[config.mk]
export PLATFORM = sky130hd
export DESIGN_NAME = dssau_top
export DESIGN_NICKNAME = d
export VERILOG_FILES = /design/src/rtl/dssau_pkg.sv /design/src/rtl/dssau_div_if.sv /design/src/rtl/dssau_divider.sv /design/src/rtl/dssau_top.sv
export VERILOG_INCLUDE_DIRS = /design/src /design/src/rtl
export SDC_FILE = /design/constraint.sdc
export NUM_CORES = 2
export LEC_CHECK = 0
export ABC_AREA = 1
export BUFFER_PORTS_ARGS = -buffer_cell sky130_fd_sc_hd__buf_2
export CORE_MARGIN = 5
export CORE_UTILIZATION = 25
export DETAILED_ROUTE_END_ITERATION = 8
export SETUP_SLACK_MARGIN = 0.3
export SLEW_MARGIN = 20
export SYNTH_ARGS = -nofsm -noshare
export SYNTH_HDL_FRONTEND = slang
export SYNTH_SLANG_ARGS = --single-unit
[constraint.sdc]
create_clock -name pclk -period 69.6 [get_ports pclk]
set_input_delay 20.88 -clock pclk [delete_from_list [all_inputs] [get_ports pclk]]
set_output_delay 20.88 -clock pclk [all_outputs]
set_load 0.005 [all_outputs]
[src/rtl/dssau_map.svh]
`ifndef DSSAU_MAP_SVH
`define DSSAU_MAP_SVH
// Register byte offsets on the APB window.
`define DSSAU_OFF_CMD 12'h000
`define DSSAU_OFF_OPA 12'h004
`define DSSAU_OFF_OPB 12'h008
`define DSSAU_OFF_OPC 12'h00c
`define DSSAU_OFF_DEST 12'h010
`define DSSAU_OFF_FLAGS 12'h014
`define DSSAU_OFF_MATH_HI 12'h018
`define DSSAU_OFF_MATH_LO 12'h01c
`define DSSAU_OFF_CFG 12'h020
`define DSSAU_OFF_MAJOR 12'h024
`define DSSAU_OFF_IRQ_STAT 12'h028
`define DSSAU_OFF_IRQ_MASK 12'h02c
// Field positions.
`define DSSAU_CMD_RUNG 3
`define DSSAU_FLG_MINOR 4
`define DSSAU_CFG_WRAP 0
`define DSSAU_CFG_SCAN 1
// Reset values.
`define DSSAU_RST_W16 16'h0000
`define DSSAU_RST_W32 32'h0000_0000
// Saturation values and result range.
`define DSSAU_POS_MAX 16'h7fff
`define DSSAU_NEG_MIN 16'h8000
`define DSSAU_RES_MAX 34'sh0_0000_7fff
`define DSSAU_RES_MIN 34'sh3_ffff_8000
// Major error code raised at scan end, and the rate divisor 10000.
`define DSSAU_MAJOR_CODE 16'h0020
`define DSSAU_SCALE_DIV 32'h0000_2710
`endif

[src/rtl/dssau_pkg.sv]
package dssau_pkg;
  // Operation codes written into the command register.
  typedef enum logic [2:0]
  {
    OP_DIV = 3'b000,
    OP_DDV = 3'b001,
    OP_CLR = 3'b010,
    OP_SQR = 3'b011,
    OP_SCL = 3'b100
  } dssau_op_t;
  // Engine states.
  typedef enum logic [0:0]
  {
    ST_IDLE = 1'b0,
    ST_WAIT = 1'b1
  } dssau_state_t;
endpackage

[src/rtl/dssau_div_if.sv]
`timescale 1ns/1ps
// Carries one unsigned divide request and its answer.
interface dssau_div_if #(parameter int W = 32) ();
  logic start;
  logic [W-1:0] dvd;
  logic [W-1:0] dvs;
  logic done;
  logic [W-1:0] quo;
  logic [W-1:0] rem;
  modport client (output start, output dvd, output dvs,
                  input done, input quo, input rem);
  modport server (input start, input dvd, input dvs,
                  output done, output quo, output rem);
endinterface

[src/rtl/dssau_divider.sv]
`timescale 1ns/1ps
// Restoring divider, one quotient bit per clock, W cycles per divide.
module dssau_divider #(parameter int W = 32)
(
  input wire logic pclk,
  input wire logic presetn,
  dssau_div_if.server dif
);
  localparam int CW = $clog2(W) + 1;
  logic [W-1:0] rem_q, rem_d;
  logic [W-1:0] quo_q, quo_d;
  logic [W-1:0] dvs_q, dvs_d;
  logic [CW-1:0] cnt_q, cnt_d;
  logic busy_q, busy_d;
  logic done_q, done_d;
  logic [W:0] r_sh;

  // ==========================================
  // Next state: shift and subtract while busy, else load on start.
  always_comb
  begin
    rem_d = rem_q;
    quo_d = quo_q;
    dvs_d = dvs_q;
    cnt_d = cnt_q;
    busy_d = busy_q;
    done_d = 1'b0;
    r_sh = {rem_q, quo_q[W-1]};
    if (busy_q)
    begin
      quo_d = {quo_q[W-2:0], 1'b0};
      // Subtract only when the partial remainder covers the divisor.
      if (r_sh >= {1'b0, dvs_q})
      begin
        rem_d = W'(r_sh - {1'b0, dvs_q});
        quo_d[0] = 1'b1;
      end
      else
      begin
        rem_d = r_sh[W-1:0];
      end
      cnt_d = CW'(cnt_q - CW'(1));
      if (cnt_q == CW'(1))
      begin
        busy_d = 1'b0;
        done_d = 1'b1;
      end
    end
    else if (dif.start)
    begin
      rem_d = '0;
      quo_d = dif.dvd;
      dvs_d = dif.dvs;
      cnt_d = CW'(W);
      busy_d = 1'b1;
    end
  end

  // Registers only.
  always_ff @(posedge pclk or negedge presetn)
  begin
    if (!presetn)
    begin
      rem_q <= '0;
      quo_q <= '0;
      dvs_q <= '0;
      cnt_q <= '0;
      busy_q <= 1'b0;
      done_q <= 1'b0;
    end
    else
    begin
      rem_q <= rem_d;
      quo_q <= quo_d;
      dvs_q <= dvs_d;
      cnt_q <= cnt_d;
      busy_q <= busy_d;
      done_q <= done_d;
    end
  end

  // Done pulses with the final quotient and remainder.
  assign dif.done = done_q;
  assign dif.quo = quo_q;
  assign dif.rem = rem_q;
endmodule

[src/rtl/dssau_top.sv]
`timescale 1ns/1ps
`include "dssau_map.svh"
module dssau_top
(
  input wire logic pclk,
  input wire logic presetn,
  input wire logic psel,
  input wire logic penable,
  input wire logic pwrite,
  input wire logic [11:0] paddr,
  input wire logic [31:0] pwdata,
  output logic [31:0] prdata,
  output logic pready,
  output logic pslverr,
  output logic irq
);
  import dssau_pkg::*;

  // ==========================================
  // State.
  dssau_state_t state_q, state_d; // Engine state.
  dssau_op_t op_q, op_d; // Operation in flight.
  logic [15:0] opa_q, opa_d; // Source A, or the only source.
  logic [15:0] opb_q, opb_d; // Source B, or the rate.
  logic [15:0] opc_q, opc_d; // Scale offset.
  logic [15:0] dest_q, dest_d; // Destination word.
  logic [31:0] math_q, math_d; // Math register.
  logic c_q, c_d, v_q, v_d, z_q, z_d, s_q, s_d; // Status flags.
  logic minor_q, minor_d; // Minor error flag.
  logic wrap_q, wrap_d; // Overflow wrap select.
  logic [15:0] major_q, major_d; // Major error code.
  logic [2:0] ist_q, ist_d; // Sticky events: done, overflow, major.
  logic [2:0] imask_q, imask_d; // Interrupt mask.
  logic neg_q, neg_d; // Quotient is negative.
  logic rneg_q, rneg_d; // Dividend is negative.
  logic [31:0] dvs_q, dvs_d; // Divisor magnitude.
  logic [31:0] prdata_q, prdata_d; // Read data captured at setup.

  // ==========================================
  // Decode and datapath nets.
  logic wr_en, rd_en, hit, cmd_go, cmd_off, fin, minor_set, fin_evt;
  logic [31:0] rmux;
  dssau_op_t cmd_op;
  logic [31:0] src_dvd, src_dvs, prod;
  logic src_neg, src_rneg, rup, rng_ovf;
  logic [32:0] qr;
  logic [33:0] sres;
  logic [31:0] strunc, srem;
  logic [16:0] sum17;
  logic [15:0] res_w;
  logic wr_res;

  dssau_div_if #(.W(32)) dif ();

  // Shared divider for divide, double divide and scale.
  dssau_divider #(.W(32)) u_div
  (
    .pclk(pclk),
    .presetn(presetn),
    .dif(dif)
  );

  // Magnitude of a signed 32-bit value.
  function automatic logic [31:0] mag32(input logic [31:0] v);
    mag32 = v[31] ? 32'h0000_0000 - v : v;
  endfunction

  // Rounded square root of a 17-bit magnitude.
  function automatic logic [15:0] isqrt(input logic [16:0] x);
    logic [15:0] r;
    logic [15:0] t;
    logic [31:0] rem;
    r = 16'h0000;
    for (int i = 7; i >= 0; i--)
    begin
      t = r | (16'h0001 << i);
      if ((32'(t) * 32'(t)) <= 32'(x))
        r = t;
    end
    rem = 32'(x) - 32'(r) * 32'(r);
    // Round up when x passes (r + 0.5) squared.
    if (rem > 32'(r))
      r = 16'(r + 16'h0001);
    isqrt = r;
  endfunction

  // ==========================================
  // APB decode: writes take effect in the access phase.
  assign wr_en = psel && penable && pwrite;
  assign rd_en = psel && penable && !pwrite;
  assign cmd_op = dssau_op_t'(pwdata[2:0]);
  assign cmd_go = wr_en && (paddr == `DSSAU_OFF_CMD) &&
    pwdata[`DSSAU_CMD_RUNG] && (state_q == ST_IDLE);
  assign cmd_off = wr_en && (paddr == `DSSAU_OFF_CMD) &&
    !pwdata[`DSSAU_CMD_RUNG] && (state_q == ST_IDLE);
  assign fin = (state_q == ST_WAIT) && dif.done;

  // Read mux with unmapped detection.
  always_comb
  begin
    hit = 1'b1;
    rmux = 32'h0000_0000;
    if (paddr == `DSSAU_OFF_CMD)
      rmux = {28'h0000000, 1'b0, op_q};
    else if (paddr == `DSSAU_OFF_OPA)
      rmux = {16'h0000, opa_q};
    else if (paddr == `DSSAU_OFF_OPB)
      rmux = {16'h0000, opb_q};
    else if (paddr == `DSSAU_OFF_OPC)
      rmux = {16'h0000, opc_q};
    else if (paddr == `DSSAU_OFF_DEST)
      rmux = {16'h0000, dest_q};
    else if (paddr == `DSSAU_OFF_FLAGS)
      rmux = {26'h0000000, state_q == ST_WAIT, minor_q, s_q, z_q, v_q, c_q};
    else if (paddr == `DSSAU_OFF_MATH_HI)
      rmux = {16'h0000, math_q[31:16]};
    else if (paddr == `DSSAU_OFF_MATH_LO)
      rmux = {16'h0000, math_q[15:0]};
    else if (paddr == `DSSAU_OFF_CFG)
      rmux = {31'h00000000, wrap_q};
    else if (paddr == `DSSAU_OFF_MAJOR)
      rmux = {16'h0000, major_q};
    else if (paddr == `DSSAU_OFF_IRQ_STAT)
      rmux = {29'h00000000, ist_q};
    else if (paddr == `DSSAU_OFF_IRQ_MASK)
      rmux = {29'h00000000, imask_q};
    else
      hit = 1'b0;
  end

  // Zero wait states; an unmapped address answers with an error.
  assign pready = 1'b1;
  assign pslverr = psel && penable && !hit;
  assign prdata = prdata_q;
  assign irq = |(ist_q & imask_q);

  // ==========================================
  // Operand selection for the divider at command time.
  assign prod = 32'($signed(opa_q) * $signed(opb_q));
  always_comb
  begin
    src_dvd = mag32({{16{opa_q[15]}}, opa_q});
    src_dvs = mag32({{16{opb_q[15]}}, opb_q});
    src_neg = opa_q[15] ^ opb_q[15];
    src_rneg = opa_q[15];
    if (cmd_op == OP_DDV)
    begin
      // Math register is the dividend, source A the divisor.
      src_dvd = mag32(math_q);
      src_dvs = mag32({{16{opa_q[15]}}, opa_q});
      src_neg = math_q[31] ^ opa_q[15];
      src_rneg = math_q[31];
    end
    else if (cmd_op == OP_SCL)
    begin
      // Product over 10000 gives the scaled source.
      src_dvd = mag32(prod);
      src_dvs = `DSSAU_SCALE_DIV;
      src_neg = prod[31];
      src_rneg = prod[31];
    end
  end

  // ==========================================
  // Result shaping once the divider answers.
  always_comb
  begin
    rup = {dif.rem, 1'b0} >= {1'b0, dvs_q};
    qr = {1'b0, dif.quo} + {32'h0000_0000, rup};
    sres = neg_q ? 34'h0 - {1'b0, qr} : {1'b0, qr};
    rng_ovf = ($signed(sres) > `DSSAU_RES_MAX) ||
      ($signed(sres) < `DSSAU_RES_MIN);
    strunc = neg_q ? 32'h0000_0000 - dif.quo : dif.quo;
    srem = rneg_q ? 32'h0000_0000 - dif.rem : dif.rem;
    sum17 = {sres[15], sres[15:0]} + {opc_q[15], opc_q};
  end

  // ==========================================
  // Engine next state: start, single-cycle ops, finish.
  always_comb
  begin
    state_d = state_q;
    op_d = op_q;
    neg_d = neg_q;
    rneg_d = rneg_q;
    dvs_d = dvs_q;
    dest_d = dest_q;
    math_d = math_q;
    c_d = c_q;
    v_d = v_q;
    z_d = z_q;
    s_d = s_q;
    minor_set = 1'b0;
    fin_evt = 1'b0;
    res_w = `DSSAU_RST_W16;
    wr_res = 1'b0;
    dif.start = 1'b0;
    dif.dvd = src_dvd;
    dif.dvs = src_dvs;
    if (cmd_go)
    begin
      op_d = cmd_op;
      case (cmd_op)
        OP_CLR:
        begin
          // Destination zero, so zero sets and sign clears.
          c_d = 1'b0;
          v_d = 1'b0;
          wr_res = 1'b1;
          fin_evt = 1'b1;
        end
        OP_SQR:
        begin
          res_w = isqrt(opa_q[15] ? 17'h0 - {1'b1, opa_q} : {1'b0, opa_q});
          c_d = opa_q[15];
          v_d = 1'b0;
          wr_res = 1'b1;
          fin_evt = 1'b1;
        end
        OP_DIV, OP_DDV:
        begin
          if (src_dvs == 32'h0000_0000)
          begin
            // Zero divisor: overflow at once, math register kept.
            c_d = 1'b0;
            v_d = 1'b1;
            minor_set = 1'b1;
            res_w = `DSSAU_POS_MAX;
            wr_res = 1'b1;
            fin_evt = 1'b1;
          end
          else
          begin
            dif.start = 1'b1;
            state_d = ST_WAIT;
          end
        end
        OP_SCL:
        begin
          dif.start = 1'b1;
          state_d = ST_WAIT;
        end
        default:
        begin
          // Unknown codes do nothing.
          op_d = op_q;
        end
      endcase
      neg_d = src_neg;
      rneg_d = src_rneg;
      dvs_d = src_dvs;
    end
    else if (fin)
    begin
      state_d = ST_IDLE;
      fin_evt = 1'b1;
      wr_res = 1'b1;
      if (op_q == OP_SCL)
      begin
        if (rng_ovf)
        begin
          // Product overflow saturates whatever the offset.
          v_d = 1'b1;
          minor_set = 1'b1;
          res_w = sres[33] ? `DSSAU_NEG_MIN : `DSSAU_POS_MAX;
        end
        else if (sum17[16] != sum17[15])
        begin
          // Overflow after the offset is added.
          v_d = 1'b1;
          minor_set = 1'b1;
          res_w = sum17[16] ? `DSSAU_NEG_MIN : `DSSAU_POS_MAX;
        end
        else
        begin
          v_d = 1'b0;
          res_w = sum17[15:0];
        end
      end
      else
      begin
        // Both divides load unrounded quotient and remainder.
        c_d = 1'b0;
        math_d = {strunc[15:0], srem[15:0]};
        v_d = rng_ovf;
        minor_set = rng_ovf;
        if (!rng_ovf)
          res_w = sres[15:0];
        else if (wrap_q && (op_q == OP_DIV))
          res_w = sres[15:0];
        else
          res_w = `DSSAU_POS_MAX;
      end
    end
    else if (wr_en && (state_q == ST_IDLE))
    begin
      // Software loads a product into the math register.
      if (paddr == `DSSAU_OFF_MATH_HI)
        math_d[31:16] = pwdata[15:0];
      else if (paddr == `DSSAU_OFF_MATH_LO)
        math_d[15:0] = pwdata[15:0];
    end
    if (wr_res)
    begin
      dest_d = res_w;
      z_d = (res_w == `DSSAU_RST_W16);
      s_d = res_w[15];
    end
  end

  // ==========================================
  // Register file next state.
  always_comb
  begin
    opa_d = opa_q;
    opb_d = opb_q;
    opc_d = opc_q;
    wrap_d = wrap_q;
    imask_d = imask_q;
    major_d = major_q;
    minor_d = minor_q;
    prdata_d = prdata_q;
    ist_d = ist_q;
    // Capture read data in the setup phase.
    if (psel && !penable && !pwrite)
      prdata_d = rmux;
    if (wr_en)
    begin
      if ((paddr == `DSSAU_OFF_OPA) && (state_q == ST_IDLE))
        opa_d = pwdata[15:0];
      else if ((paddr == `DSSAU_OFF_OPB) && (state_q == ST_IDLE))
        opb_d = pwdata[15:0];
      else if ((paddr == `DSSAU_OFF_OPC) && (state_q == ST_IDLE))
        opc_d = pwdata[15:0];
      else if (paddr == `DSSAU_OFF_FLAGS)
        minor_d = minor_q && !pwdata[`DSSAU_FLG_MINOR];
      else if (paddr == `DSSAU_OFF_CFG)
      begin
        wrap_d = pwdata[`DSSAU_CFG_WRAP];
        // Scan end with the minor flag still up declares a major.
        if (pwdata[`DSSAU_CFG_SCAN] && minor_q)
          major_d = `DSSAU_MAJOR_CODE;
      end
      else if (paddr == `DSSAU_OFF_MAJOR)
        major_d = `DSSAU_RST_W16;
      else if (paddr == `DSSAU_OFF_IRQ_MASK)
        imask_d = pwdata[2:0];
    end
    // Reading clears only the bits that were captured.
    if (rd_en && (paddr == `DSSAU_OFF_IRQ_STAT))
      ist_d = ist_q & ~prdata_q[2:0];
    // Hardware sets win over software clears.
    if (minor_set)
      minor_d = 1'b1;
    ist_d = ist_d | {major_d != major_q && major_d != 16'h0000,
      minor_set, fin_evt};
  end

  // Registers only.
  always_ff @(posedge pclk or negedge presetn)
  begin
    if (!presetn)
    begin
      state_q <= ST_IDLE;
      op_q <= OP_DIV;
      opa_q <= `DSSAU_RST_W16;
      opb_q <= `DSSAU_RST_W16;
      opc_q <= `DSSAU_RST_W16;
      dest_q <= `DSSAU_RST_W16;
      math_q <= `DSSAU_RST_W32;
      {c_q, v_q, z_q, s_q, minor_q, wrap_q} <= 6'h00;
      major_q <= `DSSAU_RST_W16;
      ist_q <= 3'h0;
      imask_q <= 3'h0;
      {neg_q, rneg_q} <= 2'h0;
      dvs_q <= `DSSAU_RST_W32;
      prdata_q <= `DSSAU_RST_W32;
    end
    else
    begin
      state_q <= state_d;
      op_q <= op_d;
      opa_q <= opa_d;
      opb_q <= opb_d;
      opc_q <= opc_d;
      dest_q <= dest_d;
      math_q <= math_d;
      {c_q, v_q, z_q, s_q, minor_q, wrap_q} <=
        {c_d, v_d, z_d, s_d, minor_d, wrap_d};
      major_q <= major_d;
      ist_q <= ist_d;
      imask_q <= imask_d;
      {neg_q, rneg_q} <= {neg_d, rneg_d};
      dvs_q <= dvs_d;
      prdata_q <= prdata_d;
    end
  end
endmodule
# Word-level counts from Yosys, hierarchy flattened

Index checks and enable logic that the tools add are counted.

Register bits: 298
Bits of input ports: 49
Output and inout bits: 35
Word-level logic and storage cells: 298

$add $sub $neg: 14
Multipliers: 9
Magnitude comparators: 13
Equality and inequality tests: 30
Mux-type cells: 136
Bitwise operators: 15
Reductions and logical operators: 54

Operators by type and width:

| cell                  | count |
|---|---|
| $mux 16               | 48 |
| $mux 32               | 17 |
| $mul 16x16->32        | 9 |
| $le 32x17->1          | 7 |
| $ge 33x32->1          | 2 |
| $sub 1x32->32 const A | 2 |
| $mux 1                | 50 |
| $eq 12x5->1 const B   | 4 |
| $eq 12x6->1 const B   | 4 |
| $gt 34x16->1 const B  | 1 |
| $lt 34x16->1 const B  | 1 |
| $mux 34               | 1 |
| $sub 1x16->17 const A | 2 |
| $sub 1x33->34 const A | 1 |
| $add 32x1->33         | 1 |
| $gt 32x16->1          | 1 |
| $logic_not 32->1      | 1 |
| $pmux 16 s2           | 1 |
| $sub 1x16->16 const A | 2 |
| $sub 17x32->32        | 1 |
| $sub 32x32->32        | 1 |
| $eq 12x4->1 const B   | 2 |
| $logic_and 1x1->1     | 19 |
| $mux 6                | 3 |
| 48 further kinds      | 90 |

# Longest topological paths before layout

Depth in word-level cells: 48
Depth in mapped cells: 199
Depth with buffers taken out: 197

# By module

From an unflattened synthesis, not the netlist that was laid out.

Cells, all modules: 5,618
Area total of the unflattened synthesis: 40,158.5 um^2

Modules (own cells, without submodules):

| module        | times used | cells an instance | area each (um^2) | sequential area each (um^2) |
|---|---|---|---|---|
| dssau_top     | 1          | 4,544             | 32,965.4         | 4,053.9 |
| dssau_divider | 1          | 1,074             | 7,193.1          | 2,602.5 |

# Least setup slack after synthesis

Ideal clock, no wire load.

Kind: input -> output
Start point: input paddr[9]
End point: output pslverr
Data arrival time: 22,403 ps
Data required time: 48,720 ps
Slack: 26,317 ps
Stages on the path: 9
Path buffers: 1
Cells stage by stage: nor4_1 > inv_1 > nor2_1 > inv_1 > nor2_1 > inv_1 > clkbuf_1 > o2111ai_1 > nor3_1

Longest elaborated chain between the ends: 15

Ends and longest elaborated chain:

| what                  | line             | text |
|---|---|---|
| from (decl)           | dssau_top.sv:10  | `input wire logic [11:0] paddr,` |
| $eq 12x6->1 (no line) | -                |  |
| $mux 1                | dssau_top.sv:125 | `` else if (paddr == `DSSAU_OFF_IRQ_MASK) `` |
| $mux 1                | dssau_top.sv:123 | `` else if (paddr == `DSSAU_OFF_IRQ_STAT) `` |
| $mux 1                | dssau_top.sv:121 | `` else if (paddr == `DSSAU_OFF_MAJOR) `` |
| $mux 1                | dssau_top.sv:119 | `` else if (paddr == `DSSAU_OFF_CFG) `` |
| $mux 1                | dssau_top.sv:117 | `` else if (paddr == `DSSAU_OFF_MATH_LO) `` |
| $mux 1                | dssau_top.sv:115 | `` else if (paddr == `DSSAU_OFF_MATH_HI) `` |
| $mux 1                | dssau_top.sv:113 | `` else if (paddr == `DSSAU_OFF_FLAGS) `` |
| $mux 1                | dssau_top.sv:111 | `` else if (paddr == `DSSAU_OFF_DEST) `` |
| $mux 1                | dssau_top.sv:109 | `` else if (paddr == `DSSAU_OFF_OPC) `` |
| $mux 1                | dssau_top.sv:107 | `` else if (paddr == `DSSAU_OFF_OPB) `` |
| $mux 1                | dssau_top.sv:105 | `` else if (paddr == `DSSAU_OFF_OPA) `` |
| $mux 1 *              | dssau_top.sv:103 | `` if (paddr == `DSSAU_OFF_CMD) `` |
| $logic_not 1->1 *     | dssau_top.sv:133 | `assign pslverr = psel && penable && !hit;` |
| $logic_and 1x1->1 *   | dssau_top.sv:133 |  |
| to (decl)             | dssau_top.sv:14  | `output logic pslverr,` |

Every way passes the cells marked *; elsewhere a longest branch is shown, timed or not.

# Final worst setup path

Same ends and word-level chain as after synthesis.

==> impl_metrics.env <==
export IMPL_fin_crit_ns=44.58
export IMPL_drc_errors=0
export IMPL_synth_area_um2=37850
export IMPL_dpl_hpwl_um=99160
export IMPL_cts_tree="yes"
export IMPL_ys_ff_latch=251
export IMPL_io_pins=84
export IMPL_finalMaxSlewViolations=0
export IMPL_die_h_um=399.1
export IMPL_h_tree_depth=1
export IMPL_pwr_share_clk_pct=40.6
export IMPL_fin_worst_skew_ns=0.01861
export IMPL_cts_buffers=30
export IMPL_max_cap_violations=0
export IMPL_seq_power_share_pct=32.0
export IMPL_vias=34290
export IMPL_grt_usage_pct=15.46
export IMPL_place_gp_congestion=0.9485
export IMPL_slew_headroom_pct=10.80
export IMPL_hold_buffers=0
export IMPL_avgSynthCellArea_um2=7.366
export IMPL_grt_max_degree=163
export IMPL_status="completed"
export IMPL_finalHoldViolCount=0
export IMPL_viasPerCell=4.793
export IMPL_utilization_pct=27.67
export IMPL_total_power_uw=458.0
export IMPL_setup_viol=0
export IMPL_netlist_instances=5138
export IMPL_p_leak_uw=0.02222
export IMPL_clock_latency_ns=0.59
export IMPL_stdcell_area_um2=41540
export IMPL_p_comb_share_pct=27.5
export IMPL_ctsResizeCount=0
export IMPL_synth_edf_count=0
export IMPL_p_per_area_nw_per_um2=11.03
export IMPL_async_reset_ff_share_pct=100.0
export IMPL_whs_ns=0.4763
export IMPL_internal_power_uw=309.7
export IMPL_period_share_pct=64.06
export IMPL_max_freq_ghz=0.02243
export IMPL_antenna_found_initial=7
export IMPL_arrival_ns=23.70
export IMPL_synth_top_area_share_pct=18.67
export IMPL_yosysTopAreaCell="fa_1"
export IMPL_synthTopCellsByArea="fa_1, dfrtp_1, ha_1"
export IMPL_crit_fanout=30
export IMPL_cts_setup_buffers=0
export IMPL_ys_flop_type="dfrtp_1"
export IMPL_grt_pass1_wl_um=194900
export IMPL_synth_common_cells="inv_1, nand2_1, ha_1, fa_1, o21ai_0"
export IMPL_cts_root_buffer="clkbuf_16"
export IMPL_gr_total_overflow=0
export IMPL_rsz0062_at_grt="no"
export IMPL_hold_class="flop to flop"
export IMPL_drt_initial_drc_count=2950
export IMPL_worstSetupEndpointType="output port"
export IMPL_drive_gt1_share_pct=4.853
export IMPL_vdd_ir_drop_max_v=0.00001881
export IMPL_fp_row_count=142
export IMPL_net_switching_power_uw=148.3
export IMPL_drtAntennaViolNets=0
export IMPL_clockBufferDepth=3
export IMPL_whs_path_depth=2
export IMPL_die_width_um=399.1
export IMPL_worstPathRequired_ns=48.72
export IMPL_synth_most_common_cell="inv_1"
export IMPL_start_kind="input port"
export IMPL_worstMarginPinSlew_ns=1.327
export IMPL_totalWireLength_um=124400
export IMPL_switching_share_pct=32.37
export IMPL_ys_warnings_count=0
export IMPL_dieArea_um2=159300
export IMPL_postPlaceCellArea_um2=40360
export IMPL_reg2reg_depth=186
export IMPL_nets=5932
export IMPL_tns_ns=0
export IMPL_initial_core_util_pct=25.21
export IMPL_core_area_um2=150100
export IMPL_area_growth_pct=9.749
export IMPL_portBuffers=50
export IMPL_wl_per_cell_um=17.39
export IMPL_clk_pin_slew_ns=0.06
export IMPL_synth_cell_types=73
export IMPL_grt_pass1_vias=34150
export IMPL_numClockSinks=251
export IMPL_critPathKind="input port to output port"
export IMPL_dr_pass1_iters=5
export IMPL_synth_seq_area_share_pct=16.60
==> state kept, by name, indices dropped and copies added (netlist names), 3 cells and up <==
name,flops
math_q,32
u_div.dif.quo,32
u_div.dif.rem,32
dvs_q,17
u_div.dvs_q,17
dest_q,16
major_q,16
opa_q,16
opb_q,16
opc_q,16
prdata,16
u_div.cnt_q,6
imask_q,3
ist_q,3
op_q,3
==> per-layer routing <==
metal,up-vias,track usage (%),part of all wire (%)
met5,-,0,0.032
met4,6,6.075,4.8
met3,252,2.821,8.1
met2,1189,24.88,44
met1,16560,20.57,43
li1,16280,-,-
==> cells in the final DEF (no fill, tap or decap), types with 31 or more instances in the layout <==
master     count
nor3_1        87
nand2_1     1024
o221ai_1      36
dfrtp_1      251
xor2_1       137
fa_1         353
buf_2         49
o21ai_0      350
a21oi_1      262
nand4_1       49
inv_1       1058
o22ai_1       44
ha_1         422
clkbuf_16     31
buf_4         52
nor2_1       288
nand3_1      191
xnor2_1       61
==> critical path, cell delays in order <==
cell       delay [ns]
buf_2            0.10
nor4_1           0.54
inv_1            0.34
nor2_1           0.48
inv_1            0.16
nor2_1           0.23
inv_1            0.47
o2111ai_1        0.29
nor3_1           0.07
buf_2            0.14
==> power by group through the flow <==
stage | sequential, µW | combinational [µW] | clock (µW)
after CTS | 146 | 127 | 188
after floorplan | 149 | 92.4 | 0
after detailed placement | 149 | 126 | 0
after global placement | 149 | 122 | 0
final | 146 | 126 | 186
after global routing | 146 | 145 | 194
==> worst paths after layout <==
| check | start | endpoint | slack, ns |
|---|---|---|---|
| max | paddr[9] | pslverr | 25.02 |
| min | prdata[15] | prdata[15] | 0.48 |
| max reg2reg | opa_q[1] | z_q | 27.30 |
| min reg2reg | prdata[15] | prdata[15] | 0.48 |
| max in group asynchronous | presetn | prdata[1] | 47.77 |
| min in group asynchronous | presetn | u_div.dif.rem[25] | 20.31 |
==> logic make-up after synthesis <==
family,Yosys count,share of synthesized area (%)
other,2,0.01984
AND/OR/NAND/NOR,1753,19.68
AO/OA/AOI/OAI,888,13.59
adder cells (fa/ha/maj),775,32.62
flip-flops,251,16.60
buffers and inverters,1269,12.82
XOR/XNOR,200,4.668
==> final cells by class <==
class	count	area [µm²]
Antenna cell	7	17.52
Clock buffer	37	838.3
Timing Repair Buffer	103	670.6
Sequential cell	251	6281
Clock inverter	18	317.8
Fill cell	16300	108600
Inverter	1084	4070
Tap cell	2016	2522
Multi-Input combinational cell	3638	26820
==> through the flow <==
step                      setup WS [ns]  instances
final                             25.02       7154
after global routing              24.28       7147
after CTS                         25.13       7147
after detailed placement          25.13       7092
after global placement            25.19       7092
after floorplan                   26.32       5158
No activity file was read; power rests on OpenSTA's default activity.
